`config.mk`:
```
export PLATFORM = sky130hd
export DESIGN_NAME = vbr_engine
export DESIGN_NICKNAME = d
export VERILOG_FILES = /design/src/vbr_engine.v /design/src/vbr_req_decode.v
export VERILOG_INCLUDE_DIRS = /design/src
export SDC_FILE = /design/constraint.sdc
export NUM_CORES = 1
export LEC_CHECK = 0
export BUFFER_PORTS_ARGS = -buffer_cell sky130_fd_sc_hd__buf_2
export CORE_ASPECT_RATIO = 0.8
export CORE_MARGIN = 3
export CORE_UTILIZATION = 48
export DETAILED_ROUTE_END_ITERATION = 10
export GPL_ROUTABILITY_DRIVEN = 0
export PLACE_DENSITY = 0.9
export SYNTH_ARGS = -nofsm -noshare
export SYNTH_HDL_FRONTEND = slang
export SYNTH_HIERARCHICAL = 1
export SYNTH_SLANG_ARGS = --single-unit
```
`constraint.sdc`:
```
create_clock -name I_CLK -period 3.96 [get_ports I_CLK]
set_input_delay 1.188 -clock I_CLK [delete_from_list [all_inputs] [get_ports I_CLK]]
set_output_delay 1.188 -clock I_CLK [all_outputs]
set_load 0.005 [all_outputs]
```
`src/vbr_defs.vh`:
```
`ifndef VBR_DEFS_VH
`define VBR_DEFS_VH

// ****************************************************************
// Feature bit positions
// ****************************************************************
`define VBR_F_SIZE_LIMIT   1
`define VBR_F_SEG_LIMIT    2
`define VBR_F_GEOMETRY     4
`define VBR_F_READ_ONLY    5
`define VBR_F_BLK_SIZE     6
`define VBR_F_FLUSH        9
`define VBR_F_TOPOLOGY     10
`define VBR_F_CACHE_MODE   11
`define VBR_F_MULTI_QUEUE  12
`define VBR_F_DISCARD      13
`define VBR_F_ZERO_FILL    14

// ****************************************************************
// Request type codes and status values
// ****************************************************************
`define VBR_T_READ         32'h00000000
`define VBR_T_WRITE        32'h00000001
`define VBR_T_FLUSH        32'h00000004
`define VBR_T_DISCARD      32'h0000000B
`define VBR_T_ZERO_FILL    32'h0000000D
`define VBR_S_OK           8'h00
`define VBR_S_IO_ERROR     8'h01
`define VBR_S_UNSUPPORTED  8'h02
`define VBR_SEG_UNMAP_BIT  0

// ****************************************************************
// Register byte offsets
// ****************************************************************
`define VBR_A_CAP_LO       12'h000
`define VBR_A_CAP_HI       12'h004
`define VBR_A_SIZE_LIM     12'h008
`define VBR_A_SEG_LIM      12'h00C
`define VBR_A_GEOMETRY     12'h010
`define VBR_A_BLK_SIZE     12'h014
`define VBR_A_TOPO0        12'h018
`define VBR_A_OPT_IO       12'h01C
`define VBR_A_CACHE_Q      12'h020
`define VBR_A_DISC_SEC     12'h024
`define VBR_A_DISC_SEG     12'h028
`define VBR_A_DISC_ALN     12'h02C
`define VBR_A_ZF_SEC       12'h030
`define VBR_A_ZF_SEG       12'h034
`define VBR_A_ZF_TAIL      12'h038
`define VBR_A_DEV_FEAT     12'h040
`define VBR_A_DRV_FEAT     12'h044
`define VBR_A_DEV_STATUS   12'h048
`define VBR_A_QUEUES_USED  12'h04C
`define VBR_A_REQ_STAT     12'h050
`define VBR_CFG_LEGACY_BIT 31
`define VBR_ST_FEAT_OK     3
`define VBR_ST_DRV_OK      2
`define VBR_CACHE_WT       8'h00

`endif

```
`src/vbr_engine.v`:
```
`timescale 1ns/1ns
`include "vbr_defs.vh"

// Contract
// - One queue unless multiqueue negotiated; then queue count field applies.
// - Bits 1, 2, 4 flag segment size, segment count and geometry valid.
// - Bits 6 and 10 flag block size and topology fields valid.
// - Read-only device fails every write request.
// - Bit 9 advertises flush; bit 11 advertises switchable cache mode.
// - Bits 13 and 14 advertise discard and write-zeroes with limits.
// - Capacity in 512-byte sectors always readable.
// - Discard and write-zeroes limits counted in 512-byte units.
// - Config little-endian, except legacy uses guest native order.
// - Cache mode reads 0 writethrough, 1 writeback, reflecting actual mode.
// - Flush always offered, and whenever cache mode switch offered.
// - Switchable cache without flush initialises mode to writethrough.
// - Padding bytes read as zero.
// - Legacy: status writes keep mode, except ready without cache feature.
// - Legacy: driver feature changes never alter cache mode.
// - Request: type, reserved, sector, data, status; read 0 write 1 flush 4.
// - Sector is byte offset over 512; data moves in 512-byte blocks.
// - Discard 11 and write-zeroes 13 carry one to limit segments.
// - Segment: 64-bit sector, 32-bit count, flags with unmap bit 0.
// - Unmap honoured only in write-zeroes; deallocated range reads zero.
// - Status 0 success, 1 I/O error, 2 unsupported.
module vbr_engine #(
	parameter [63:0] CAPACITY       = 64'h0000000000100000,
	parameter [31:0] SIZE_LIMIT     = 32'h00010000,
	parameter [31:0] SEG_LIMIT      = 32'h00000080,
	parameter [31:0] GEOMETRY       = 32'h203F0400,
	parameter [31:0] BLK_BYTES      = 32'h00000200,
	parameter [31:0] TOPO0          = 32'h00010000,
	parameter [31:0] OPT_IO         = 32'h00000008,
	parameter [15:0] QUEUES         = 16'h0004,
	parameter [31:0] DISC_SEC_LIM   = 32'h00010000,
	parameter [31:0] DISC_SEG_LIM   = 32'h00000001,
	parameter [31:0] DISC_ALIGN     = 32'h00000008,
	parameter [31:0] ZF_SEC_LIM     = 32'h00010000,
	parameter [31:0] ZF_SEG_LIM     = 32'h00000001,
	parameter [7:0]  ZF_DEALLOC     = 8'h01,
	parameter        READ_ONLY      = 0,
	parameter        CACHE_RST_WB   = 1
) (
	// Clock and reset
	input  wire        I_CLK,
	input  wire        I_NRST,
	// APB slave
	input  wire        I_PSEL,
	input  wire        I_PENABLE,
	input  wire        I_PWRITE,
	input  wire [11:0] I_PADDR,
	input  wire [31:0] I_PWDATA,
	output reg         O_PREADY,
	output reg  [31:0] O_PRDATA,
	output reg         O_PSLVERR,
	// Request header or segment in
	input  wire        I_REQ_VALID,
	input  wire        I_REQ_IS_SEG,
	input  wire [31:0] I_REQ_TYPE,
	input  wire [63:0] I_REQ_SECTOR,
	input  wire [31:0] I_REQ_COUNT,
	input  wire [31:0] I_REQ_FLAGS,
	input  wire [31:0] I_REQ_SEG_TOTAL,
	// Completion and mode out
	output reg         O_DONE,
	output reg  [7:0]  O_STATUS,
	output reg         O_DATA_GO,
	output reg         O_DEALLOC,
	output reg  [63:0] O_BYTE_OFFSET,
	output reg         O_CACHE_WB,
	output reg         O_LEGACY
);
	// ****************************************************************
	// Local state
	// ****************************************************************
	localparam [1:0] ST_IDLE = 2'b00;
	localparam [1:0] ST_DONE = 2'b01;

	reg  [31:0] drv_feat_q;
	reg  [7:0]  dev_status_q;
	reg  [7:0]  cache_q;
	reg         cfg_legacy_q;
	reg  [1:0]  state_q;
	reg  [31:0] req_count_q;
	reg  [7:0]  last_status_q;
	wire [31:0] dev_feat;
	wire [31:0] neg_feat;
	wire [7:0]  dec_status;
	wire        dec_moves;
	wire        dec_dealloc;
	wire        apb_wr;
	wire        apb_rd;
	wire        st_wr;
	wire [31:0] new_status;

	// Offered features: flush always, cache switch only with it
	assign dev_feat = (32'h00000001 << `VBR_F_SIZE_LIMIT)
		| (32'h00000001 << `VBR_F_SEG_LIMIT)
		| (32'h00000001 << `VBR_F_GEOMETRY)
		| ((READ_ONLY ? 32'h00000001 : 32'h00000000) << `VBR_F_READ_ONLY)
		| (32'h00000001 << `VBR_F_BLK_SIZE)
		| (32'h00000001 << `VBR_F_FLUSH)
		| (32'h00000001 << `VBR_F_TOPOLOGY)
		| (32'h00000001 << `VBR_F_CACHE_MODE)
		| (32'h00000001 << `VBR_F_MULTI_QUEUE)
		| (32'h00000001 << `VBR_F_DISCARD)
		| (32'h00000001 << `VBR_F_ZERO_FILL);

	// Read-only is honoured as offered, other features as negotiated
	assign neg_feat = (dev_feat & drv_feat_q)
		| (dev_feat & (32'h00000001 << `VBR_F_READ_ONLY));

	assign apb_wr = I_PSEL && I_PENABLE && I_PWRITE && !O_PREADY;
	assign apb_rd = I_PSEL && I_PENABLE && !I_PWRITE && !O_PREADY;
	assign st_wr  = apb_wr && (I_PADDR == `VBR_A_DEV_STATUS);
	assign new_status = I_PWDATA;

	// ****************************************************************
	// Byte-order helper
	// ****************************************************************
	// Modern access is little-endian words; legacy native order is
	// modelled as a byte swap of each word
	function [31:0] vbr_order;
		input [31:0] w;
		input        legacy;
		begin
			vbr_order = legacy ? {w[7:0], w[15:8], w[23:16], w[31:24]} : w;
		end
	endfunction

	// ****************************************************************
	// Request decoder
	// ****************************************************************
	vbr_req_decode u_decode (
		.i_type         (I_REQ_TYPE),
		.i_flags        (I_REQ_FLAGS),
		.i_seg_count    (I_REQ_SEG_TOTAL),
		.i_is_segment   (I_REQ_IS_SEG),
		.i_features     (neg_feat),
		.i_disc_seg_lim (DISC_SEG_LIM),
		.i_zf_seg_lim   (ZF_SEG_LIM),
		.o_status       (dec_status),
		.o_moves_data   (dec_moves),
		.o_dealloc      (dec_dealloc)
	);

	// ****************************************************************
	// Register reads
	// ****************************************************************
	function [31:0] vbr_read;
		input [11:0] a;
		reg   [31:0] v;
		begin
			v = 32'h00000000;
			case (a)
				`VBR_A_CAP_LO:      v = CAPACITY[31:0];
				`VBR_A_CAP_HI:      v = CAPACITY[63:32];
				`VBR_A_SIZE_LIM:    v = SIZE_LIMIT;
				`VBR_A_SEG_LIM:     v = SEG_LIMIT;
				`VBR_A_GEOMETRY:    v = GEOMETRY;
				`VBR_A_BLK_SIZE:    v = BLK_BYTES;
				`VBR_A_TOPO0:       v = TOPO0;
				`VBR_A_OPT_IO:      v = OPT_IO;
				// Cache mode byte, zero pad byte, queue count
				`VBR_A_CACHE_Q:     v = {QUEUES, 8'h00, cache_q};
				`VBR_A_DISC_SEC:    v = DISC_SEC_LIM;
				`VBR_A_DISC_SEG:    v = DISC_SEG_LIM;
				`VBR_A_DISC_ALN:    v = DISC_ALIGN;
				`VBR_A_ZF_SEC:      v = ZF_SEC_LIM;
				`VBR_A_ZF_SEG:      v = ZF_SEG_LIM;
				`VBR_A_ZF_TAIL:     v = {24'h000000, ZF_DEALLOC};
				`VBR_A_DEV_FEAT:    v = dev_feat;
				`VBR_A_DRV_FEAT:    v = drv_feat_q;
				`VBR_A_DEV_STATUS:  v = {cfg_legacy_q, 23'h000000, dev_status_q};
				`VBR_A_QUEUES_USED: v = neg_feat[`VBR_F_MULTI_QUEUE] ?
					{16'h0000, QUEUES} : 32'h00000001;
				`VBR_A_REQ_STAT:    v = {req_count_q[23:0], last_status_q};
				default:            v = 32'h00000000;
			endcase
			// Control words stay in bus order; config fields follow mode
			if (a < `VBR_A_DEV_FEAT)
				vbr_read = vbr_order(v, cfg_legacy_q);
			else
				vbr_read = v;
		end
	endfunction

	function vbr_mapped;
		input [11:0] a;
		begin
			vbr_mapped = (a[1:0] == 2'b00) && (a <= `VBR_A_REQ_STAT) &&
				(a != 12'h03C);
		end
	endfunction

	// ****************************************************************
	// APB slave: one wait state, answer in the second access cycle
	// ****************************************************************
	always @(posedge I_CLK) begin
		if (!I_NRST) begin
			O_PREADY  <= 1'b0;
			O_PRDATA  <= 32'h00000000;
			O_PSLVERR <= 1'b0;
		end else if (I_PSEL && I_PENABLE && !O_PREADY) begin
			O_PREADY  <= 1'b1;
			O_PSLVERR <= !vbr_mapped(I_PADDR);
			O_PRDATA  <= apb_rd ? vbr_read(I_PADDR) : 32'h00000000;
		end else begin
			O_PREADY  <= 1'b0;
			O_PSLVERR <= 1'b0;
		end
	end

	// ****************************************************************
	// Negotiation and status registers
	// ****************************************************************
	always @(posedge I_CLK) begin
		if (!I_NRST) begin
			drv_feat_q   <= 32'h00000000;
			dev_status_q <= 8'h00;
			cfg_legacy_q <= 1'b0;
		end else if (apb_wr) begin
			if (I_PADDR == `VBR_A_DRV_FEAT)
				drv_feat_q <= I_PWDATA & dev_feat;
			if (st_wr) begin
				dev_status_q <= new_status[7:0];
				cfg_legacy_q <= new_status[`VBR_CFG_LEGACY_BIT];
			end
		end
	end

	// ****************************************************************
	// Cache mode
	// ****************************************************************
	// Legacy: besides cache register writes, only ready-set without the cache feature may change it
	always @(posedge I_CLK) begin
		if (!I_NRST) begin
			cache_q <= CACHE_RST_WB ? 8'h01 : `VBR_CACHE_WT;
		end else if (apb_wr && I_PADDR == `VBR_A_CACHE_Q) begin
			if (cfg_legacy_q || neg_feat[`VBR_F_CACHE_MODE])
				cache_q <= {7'h00, vbr_order(I_PWDATA, cfg_legacy_q) != 32'h00000000};
		end else if (st_wr && !cfg_legacy_q && new_status[`VBR_ST_FEAT_OK] &&
				!dev_status_q[`VBR_ST_FEAT_OK] && drv_feat_q[`VBR_F_CACHE_MODE] &&
				!drv_feat_q[`VBR_F_FLUSH]) begin
			cache_q <= `VBR_CACHE_WT;
		end else if (st_wr && cfg_legacy_q && new_status[`VBR_ST_DRV_OK] &&
				!dev_status_q[`VBR_ST_DRV_OK] && !drv_feat_q[`VBR_F_CACHE_MODE]) begin
			// Driver cannot switch: fall back to the flush-implied mode
			cache_q <= {7'h00, drv_feat_q[`VBR_F_FLUSH]};
		end
	end

	// ****************************************************************
	// Request completion
	// ****************************************************************
	always @(posedge I_CLK) begin
		if (!I_NRST) begin
			state_q       <= ST_IDLE;
			O_DONE        <= 1'b0;
			O_STATUS      <= `VBR_S_OK;
			O_DATA_GO     <= 1'b0;
			O_DEALLOC     <= 1'b0;
			O_BYTE_OFFSET <= 64'h0000000000000000;
			req_count_q   <= 32'h00000000;
			last_status_q <= `VBR_S_OK;
		end else begin
			case (state_q)
				ST_IDLE: begin
					O_DONE    <= 1'b0;
					O_DATA_GO <= 1'b0;
					O_DEALLOC <= 1'b0;
					if (I_REQ_VALID) begin
						state_q       <= ST_DONE;
						O_DONE        <= 1'b1;
						O_STATUS      <= dec_status;
						O_DATA_GO     <= dec_moves;
						O_DEALLOC     <= dec_dealloc;
						// Byte offset of read or of write not failed as read-only; zero otherwise
						O_BYTE_OFFSET <= dec_moves ? {I_REQ_SECTOR[54:0], 9'h000} :
							64'h0000000000000000;
						req_count_q   <= req_count_q + 32'h00000001;
						last_status_q <= dec_status;
					end
				end
				ST_DONE: begin
					state_q   <= ST_IDLE;
					O_DONE    <= 1'b0;
					O_DATA_GO <= 1'b0;
					O_DEALLOC <= 1'b0;
				end
				default: state_q <= ST_IDLE;
			endcase
		end
	end

	// ****************************************************************
	// Mode outputs
	// ****************************************************************
	always @(posedge I_CLK) begin
		if (!I_NRST) begin
			O_CACHE_WB <= 1'b0;
			O_LEGACY   <= 1'b0;
		end else begin
			O_CACHE_WB <= cache_q[0];
			O_LEGACY   <= cfg_legacy_q;
		end
	end
endmodule // vbr_engine

```
`src/vbr_req_decode.v`:
```
`timescale 1ns/1ns
`include "vbr_defs.vh"

// Decodes one request header or segment into a completion status
module vbr_req_decode (
	// Request fields
	input  wire [31:0] i_type,
	input  wire [31:0] i_flags,
	input  wire [31:0] i_seg_count,
	input  wire        i_is_segment,
	// Device state
	input  wire [31:0] i_features,
	input  wire [31:0] i_disc_seg_lim,
	input  wire [31:0] i_zf_seg_lim,
	// Result
	output reg  [7:0]  o_status,
	output reg         o_moves_data,
	output reg         o_dealloc
);
	// ****************************************************************
	// Status decision
	// ****************************************************************
	always @* begin
		o_status     = `VBR_S_OK;
		o_moves_data = 1'b0;
		o_dealloc    = 1'b0;
		case (i_type)
			`VBR_T_READ: begin
				o_moves_data = 1'b1;
			end
			`VBR_T_WRITE: begin
				if (i_features[`VBR_F_READ_ONLY])
					o_status = `VBR_S_IO_ERROR;
				else
					o_moves_data = 1'b1;
			end
			`VBR_T_FLUSH: begin
				if (!i_features[`VBR_F_FLUSH])
					o_status = `VBR_S_UNSUPPORTED;
			end
			`VBR_T_DISCARD: begin
				// Unmap is not honoured on discard; reserved flags refuse
				if (!i_features[`VBR_F_DISCARD] || i_flags != 32'h00000000)
					o_status = `VBR_S_UNSUPPORTED;
				else if (i_is_segment && (i_seg_count == 32'h00000000 ||
						i_seg_count > i_disc_seg_lim))
					o_status = `VBR_S_IO_ERROR;
			end
			`VBR_T_ZERO_FILL: begin
				if (!i_features[`VBR_F_ZERO_FILL] || i_flags[31:1] != 31'h00000000)
					o_status = `VBR_S_UNSUPPORTED;
				else if (i_is_segment && (i_seg_count == 32'h00000000 ||
						i_seg_count > i_zf_seg_lim))
					o_status = `VBR_S_IO_ERROR;
				else
					o_dealloc = i_flags[`VBR_SEG_UNMAP_BIT];
			end
			default: begin
				o_status = `VBR_S_UNSUPPORTED;
			end
		endcase
	end
endmodule // vbr_req_decode

```
==> results of run 1 <==
[final cells by class]
class / count / area [µm²] / share of cell area (%)
sequential: 147 / 2940 / 28.0
clock inverter: 14 / 145 / 1.38
multi-input combinational: 735 / 4840 / 46.0
clock buffer: 18 / 439 / 4.18
tap: 215 / 269 / 2.56
inverter: 73 / 274 / 2.61
timing repair buffer: 315 / 1610 / 15.3
[worst max-delay path: cells and delay by family]
family,cells,cell delay (ps)
buffers and inverters,1,130
adder cells (fa/ha/maj),1,320
AO/OA/AOI/OAI,5,960
AND/OR/NAND/NOR,4,900
[per-stage QoR]
step	cell area (µm²)	hold WS (ps)
final	10500	447
after global routing	10500	483
after CTS	10500	452
after detailed placement	9930	438
after global placement	9930	431
after floorplan	8340	441
[kinds of logic after synthesis]
logic type / count (synthesis)
xor+xnor: 18
mux: 13
simple gates: 343
fa+ha+maj: 65
other cells: 3
buf+inv: 130
compound gates: 215
flops: 147
[layout by cell type, fill, tap and decap left out, types with 11 or more instances in the layout]
master	n
sky130_fd_sc_hd__buf_4	12
sky130_fd_sc_hd__dfxtp_1	147
sky130_fd_sc_hd__inv_1	73
sky130_fd_sc_hd__nand4_1	21
sky130_fd_sc_hd__nor2b_1	21
sky130_fd_sc_hd__ha_1	65
sky130_fd_sc_hd__conb_1	81
sky130_fd_sc_hd__nand2b_1	11
sky130_fd_sc_hd__nor3_1	19
sky130_fd_sc_hd__nand3_1	35
sky130_fd_sc_hd__and2_1	23
sky130_fd_sc_hd__a21oi_1	38
sky130_fd_sc_hd__a21boi_0	33
sky130_fd_sc_hd__nor4_1	39
sky130_fd_sc_hd__mux2i_1	12
sky130_fd_sc_hd__o21ai_0	30
sky130_fd_sc_hd__nand2_1	107
sky130_fd_sc_hd__a22o_1	61
sky130_fd_sc_hd__nor2_1	19
sky130_fd_sc_hd__buf_2	303
sky130_fd_sc_hd__clkbuf_16	17
[report_power, final]
group / switching [µW] / internal, µW / total (µW)
logic: 226 / 178 / 404
clock network: 699 / 903 / 1600
registers: 9.21 / 1490 / 1500
[registers in the layout (all words and copies together), names as in the netlist]
signal and flops:
O_PRDATA 32, cfg_legacy_q 1, O_LEGACY 1, state_q 1
drv_feat_q 10, O_DONE 1, req_count_q 24, dev_status_q 8
O_STATUS 8, O_CACHE_WB 1, O_DATA_GO 1, O_DEALLOC 1
O_BYTE_OFFSET 55, cache_q 1, O_PSLVERR 1, O_PREADY 1
[layer usage]
layer	global-route usage, %	vias to the layer above	share of wire [%]
met2	42.4	483	46
met3	5.76	66	10
li1	-	4007	-
met4	10.0	0	3.0
met5	0	-	0
met1	33.9	3743	40
[worst paths after layout]
kind                  startpoint               to  slack (ps)  cells after the start
min                  O_PRDATA[2]      O_PRDATA[2]         450                      2
max          I_REQ_SEG_TOTAL[14]      O_STATUS[0]         800                     11
max reg2reg       req_count_q[3]  req_count_q[23]        1820                      5
min reg2reg          O_PRDATA[2]      O_PRDATA[2]         450                      2
==> impl_metrics.env, run 1 <==
export IMPL_most_used_flip_flop_cell_after_synthesis="sky130_fd_sc_hd__dfxtp_1"
export IMPL_dominant_combinational_cell_family_by_area_after_synthesis="simple AND/OR/NAND/NOR gates"
export IMPL_overall_die_width_um=151
export IMPL_leakagePower_uw=0.00474
export IMPL_post_synth_xor_area_fraction_pct=1.96
export IMPL_coreArea_um2=16100
export IMPL_largest_net_degree_at_the_start_of_global_routing=57
export IMPL_port_buffers=303
export IMPL_final_hold_viol_count=0
export IMPL_clock_skew_ps=10.7
export IMPL_status="finished, final reports clean"
export IMPL_post_cts_buffers=0
export IMPL_syn_area_um2=8050
export IMPL_fin_setup_tns_ps=0
export IMPL_crit_start_category="input pin"
export IMPL_ys_async_rst_share_pct=0
export IMPL_rsz0062_at_grt="no"
export IMPL_ctsRootBufferMaster="sky130_fd_sc_hd__clkbuf_16"
export IMPL_holdBufCountCts=0
export IMPL_h_tree_depth=4
export IMPL_syn_avg_cell_area_um2=8.62
export IMPL_post_route_period_util_pct=79.8
export IMPL_finalPower_uw=3500
export IMPL_drtAntennaViolNets=0
export IMPL_cts_inserted_buffers=17
export IMPL_max_cap_violations=0
export IMPL_crit_path_top_delay_cell="sky130_fd_sc_hd__or4_1"
export IMPL_powerDensity_nw_per_um2=333
export IMPL_dr_pass1_iters=5
export IMPL_net_count_reported_at_finish=1597
export IMPL_max_freq_mhz=316
export IMPL_setup_viol_count_final=0
export IMPL_grt_pass1_wl_um=38500
export IMPL_vias_per_cell=5.47
export IMPL_synth_most_common_cell="sky130_fd_sc_hd__dfxtp_1"
export IMPL_place_detailed_instances=1485
export IMPL_detailedRoute_firstIterationViolations=628
export IMPL_yosysWarnings=6
export IMPL_grtUsageTotal_pct=26.1
export IMPL_synth_area_top_cells="sky130_fd_sc_hd__dfxtp_1, sky130_fd_sc_hd__ha_1, sky130_fd_sc_hd__a22o_1"
export IMPL_wl_um=25100
export IMPL_final_non_filler_cell_total=1517
export IMPL_clock_path_buffers=2
export IMPL_synth_simple_gate_area_share_pct=23.3
export IMPL_cts_tree="done"
export IMPL_cp_max_fo=3
export IMPL_grt_pass1_vias=7736
export IMPL_critical_path_class="input pin to flip-flop"
export IMPL_synth_seq_area_share_pct=36.6
export IMPL_place_worst_setup_slack_ps=429
export IMPL_worst_setup_path_end_kind="flip-flop"
export IMPL_relative_max_transition_margin_pct=48.1
export IMPL_number_of_antenna_violations_at_the_first_check_in_global_routing=0
export IMPL_syn_inst=934
export IMPL_synthDistinctLibCells=66
export IMPL_initial_core_util_pct=50.0
export IMPL_dp_hpwl_um=19300
export IMPL_hold_path_class="flip-flop to flip-flop"
export IMPL_syn_to_final_growth_pct=30.6
export IMPL_synth_compound_area_share_pct=19.3
export IMPL_drt_wirelength_per_cell_um=16.5
export IMPL_vdd_ir_drop_max_uv=349
export IMPL_synth_commonest_cells="sky130_fd_sc_hd__dfxtp_1, sky130_fd_sc_hd__nand2_1, sky130_fd_sc_hd__inv_1, sky130_fd_sc_hd__ha_1, sky130_fd_sc_hd__a22o_1"
export IMPL_die_h_um=122
export IMPL_timing_critical_path_slowest_cell_delay_ps=610
export IMPL_layout_filler_cells=1318
export IMPL_synth_mux_area_fraction_pct=1.63
export IMPL_layout_setup_ws_ps=800
export IMPL_worst_slew_pin_slew_ps=773
export IMPL_period_needed_ps=3160
export IMPL_cts_sink_count=147
export IMPL_drcViolationCount=0
export IMPL_io_pins=354
export IMPL_design_die_area_um2=18400
export IMPL_rows=41
export IMPL_fin_util_pct=65.3
export IMPL_clk_transition_reported_paths_ps=60
export IMPL_timing_critical_path_required_ps=4290
export IMPL_cp_cell_sequence="buf_2, ha_1, nand4_1, or4_1, a21oi_1, nor4b_1, o2111a_1, o21ai_1, a311o_1, nand2_1, a21boi_0"
export IMPL_detailroute_via_count=8299
export IMPL_cts_resized=0
export IMPL_arrival_ps=3490
export IMPL_final_max_slew_violation_count=0
export IMPL_ys_ff_latch=147
export IMPL_antennaDiodeCount=0
export IMPL_post_synth_fa_ha_maj_area_fraction_pct=10.1
export IMPL_synth_top_cell_area_share_pct=36.6
export IMPL_grt_remaining_overflow=0
export IMPL_proportion_of_layout_cells_with_a_drive_suffix_above_1_pct=27.9
export IMPL_clk_insertion_delay_late_ps=420
export IMPL_synth_enable_flop_cells=0
export IMPL_synth_area_leader_cell="sky130_fd_sc_hd__dfxtp_1"
Power figures use the tool's default switching activity.
==> run 2, diff against run 1 <==
Settings changed: ABC_AREA set to 1, CORE_UTILIZATION 48 to 45, PLACE_DENSITY 0.9 to 0.87.
Clock period 3.96 ns to 2.6 ns, I/O delays scaled along.
==> run 2 against run 1 <==
Against the previous run: routed wire length up 6.3%; clock power up 54%; sequential power up 53%; total power grew 54%; largest cell class unchanged; largest power group unchanged.
==> impl_metrics.env, run 2 <==
export IMPL_drtAntennaViolNets=0
export IMPL_synth_compound_area_share_pct=16.4
export IMPL_die_h_um=130
export IMPL_final_hold_viol_count=0
export IMPL_grt_util_met3_pct=6.98
export IMPL_worst_reg2reg_setup_slack_ps=870
export IMPL_port_buffers=303
export IMPL_vias_per_cell=5.18
export IMPL_global_route_met1_usage_pct=31.7
export IMPL_design_die_area_um2=21000
export IMPL_groute_layer_met2_usage_pct=41.5
export IMPL_crit_start_category="input pin"
export IMPL_cts_inserted_buffers=17
export IMPL_dominant_combinational_cell_family_by_area_after_synthesis="simple AND/OR/NAND/NOR gates"
export IMPL_max_cap_violations=0
export IMPL_setup_viol_count_final=0
export IMPL_clock_skew_ps=13.6
export IMPL_ctsRootBufferMaster="sky130_fd_sc_hd__clkbuf_16"
export IMPL_overall_die_width_um=161
export IMPL_grtUsageTotal_pct=25.0
export IMPL_synth_area_top_cells="sky130_fd_sc_hd__dfxtp_1, sky130_fd_sc_hd__nand2_1, sky130_fd_sc_hd__ha_1"
export IMPL_drt_wirelength_per_cell_um=14.5
export IMPL_synth_area_leader_cell="sky130_fd_sc_hd__dfxtp_1"
export IMPL_ys_ff_latch=147
export IMPL_synth_enable_flop_cells=0
export IMPL_holdBufCountCts=0
export IMPL_cp_max_fo=3
export IMPL_synth_mux_area_fraction_pct=0
export IMPL_period_needed_ps=2020
export IMPL_synth_top_cell_area_share_pct=34.0
export IMPL_syn_area_um2=8660
export IMPL_yosysWarnings=6
export IMPL_dr_pass1_iters=9
export IMPL_ys_async_rst_share_pct=0
export IMPL_post_synth_fa_ha_maj_area_fraction_pct=9.39
export IMPL_final_max_slew_violation_count=0
export IMPL_synth_seq_area_share_pct=34.0
export IMPL_vdd_ir_drop_max_uv=374
export IMPL_worst_slew_pin_slew_ps=672
export IMPL_grt_pass1_vias=8840
export IMPL_synth_most_common_cell="sky130_fd_sc_hd__nand2_1"
export IMPL_rsz0062_at_grt="no"
export IMPL_layout_filler_cells=1693
export IMPL_clock_path_buffers=2
export IMPL_critical_path_class="input pin to flip-flop"
export IMPL_coreArea_um2=18500
export IMPL_synth_simple_gate_area_share_pct=28.8
export IMPL_syn_to_final_growth_pct=29.0
export IMPL_leakagePower_uw=0.00532
export IMPL_most_used_flip_flop_cell_after_synthesis="sky130_fd_sc_hd__dfxtp_1"
export IMPL_most_common_cell_after_layout_fill_and_taps_aside="sky130_fd_sc_hd__buf_2"
export IMPL_rows=44
export IMPL_post_synth_xor_area_fraction_pct=0.606
export IMPL_max_freq_mhz=494
export IMPL_flip_flop_count_of_the_largest_register_after_layout=55
export IMPL_clk_insertion_delay_late_ps=430
export IMPL_synthDistinctLibCells=43
export IMPL_max_flop_register="O_BYTE_OFFSET"
export IMPL_wl_um=26600
export IMPL_clk_transition_reported_paths_ps=60
export IMPL_net_count_reported_at_finish=1871
export IMPL_grt_remaining_overflow=0
export IMPL_cts_tree="done"
export IMPL_gr_max_usage_layer="met2"
export IMPL_relative_max_transition_margin_pct=55.2
export IMPL_synth_commonest_cells="sky130_fd_sc_hd__nand2_1, sky130_fd_sc_hd__dfxtp_1, sky130_fd_sc_hd__nor2_1, sky130_fd_sc_hd__inv_1, sky130_fd_sc_hd__a21oi_1"
export IMPL_fin_setup_tns_ps=0
export IMPL_largest_net_degree_at_the_start_of_global_routing=99
export IMPL_powerDensity_nw_per_um2=483
export IMPL_worst_setup_path_end_kind="flip-flop"
export IMPL_syn_avg_cell_area_um2=7.17
export IMPL_number_of_antenna_violations_at_the_first_check_in_global_routing=2
export IMPL_hold_path_class="flip-flop to flip-flop"
export IMPL_timing_critical_path_required_ps=2910
export IMPL_cts_resized=0
export IMPL_biggestRegsByFlops="O_BYTE_OFFSET (55), O_PRDATA (32), req_count_q (24)"
export IMPL_place_worst_setup_slack_ps=145
export IMPL_arrival_ps=2330
export IMPL_grt_pass1_wl_um=42700
export IMPL_dp_hpwl_um=21100
export IMPL_layout_setup_ws_ps=578
export IMPL_detailroute_via_count=9485
export IMPL_post_route_period_util_pct=77.8
export IMPL_syn_inst=1209
export IMPL_h_tree_depth=4
export IMPL_io_pins=354
export IMPL_status="finished, final reports clean"
export IMPL_proportion_of_layout_cells_with_a_drive_suffix_above_1_pct=24.7
export IMPL_detailedRoute_firstIterationViolations=930
export IMPL_post_cts_buffers=0
export IMPL_cts_sink_count=147
export IMPL_initial_core_util_pct=46.8
export IMPL_drcViolationCount=0
export IMPL_final_cell_mix="sky130_fd_sc_hd__buf_2, sky130_fd_sc_hd__nand2_1, sky130_fd_sc_hd__dfxtp_1, sky130_fd_sc_hd__nor2_1, sky130_fd_sc_hd__inv_1"
[run 2: kinds of logic (layout without fill, tap and decap cells)]
family,count (synthesis),in the layout
AOI/OAI and AO/OA,223,223
xor gates and xnor gates,6,6
adders and majority gates,65,65
buffers and inverters,212,501
DFF,147,147
other,3,83
and+or+nand+nor,553,553
[run 2: worst paths after layout]
kind	from	endpoint	cells past startpoint
max	I_REQ_SEG_TOTAL[31]	O_STATUS[0]	13
min	drv_feat_q[2]	drv_feat_q[2]	2
max reg2reg	req_count_q[0]	req_count_q[10]	8
min reg2reg	drv_feat_q[2]	drv_feat_q[2]	2
[run 2: routing by layer]
layer | vias to the layer above | share of wire [%]
met4 | 2 | 2.8
met2 | 488 | 45
met1 | 4254 | 42
li1 | 4686 | -
met5 | - | 0.049
met3 | 55 | 10
[run 2: report_power, final]
| part | switching [µW] | leakage, µW | internal [µW] | total, µW |
|---|---|---|---|---|
| sequential | 20.4 | 0.00119 | 2270 | 2290 |
| combinational | 382 | 0.00384 | 267 | 649 |
| clock | 1070 | 0.000288 | 1390 | 2470 |
[run 2: cell type report]
| cell class | count | area, µm² | share of cell area, % |
|---|---|---|---|
| antenna | 2 | 5.00 | 0.0448 |
| clock buffer | 18 | 439 | 3.93 |
| inverter | 152 | 571 | 5.10 |
| sequential | 147 | 2940 | 26.3 |
| timing repair buffer | 317 | 1660 | 14.9 |
| clock inverter | 14 | 156 | 1.40 |
| multi-input combinational | 928 | 5090 | 45.5 |
| tap | 253 | 317 | 2.83 |
[run 2: worst max-delay path, stage by stage]
cell,delay (ps)
sky130_fd_sc_hd__buf_2,120
sky130_fd_sc_hd__ha_1,300
sky130_fd_sc_hd__nand2_1,90
sky130_fd_sc_hd__nor2_1,140
sky130_fd_sc_hd__nand4_1,150
sky130_fd_sc_hd__nor3_1,250
sky130_fd_sc_hd__nand2_1,80
sky130_fd_sc_hd__nand2_1,70
sky130_fd_sc_hd__nand2_1,40
sky130_fd_sc_hd__nand2_1,50
sky130_fd_sc_hd__nand3_1,90
sky130_fd_sc_hd__nor2_1,110
sky130_fd_sc_hd__nor2_1,50
[run 2: through the flow]
stage / hold slack (ps) / power (µW) / cells / instance area [µm²] / utilization (%)
after global placement: 439 / 2950 / 1797 / 10600 / 57.2
after CTS: 448 / 5450 / 1829 / 11200 / 60.4
after detailed placement: 438 / 2970 / 1797 / 10600 / 57.2
after floorplan: 421 / 2690 / 1287 / 8960 / -
final: 445 / 5400 / 1831 / 11200 / 60.4
after global routing: 465 / 5650 / 1830 / 11200 / 60.4
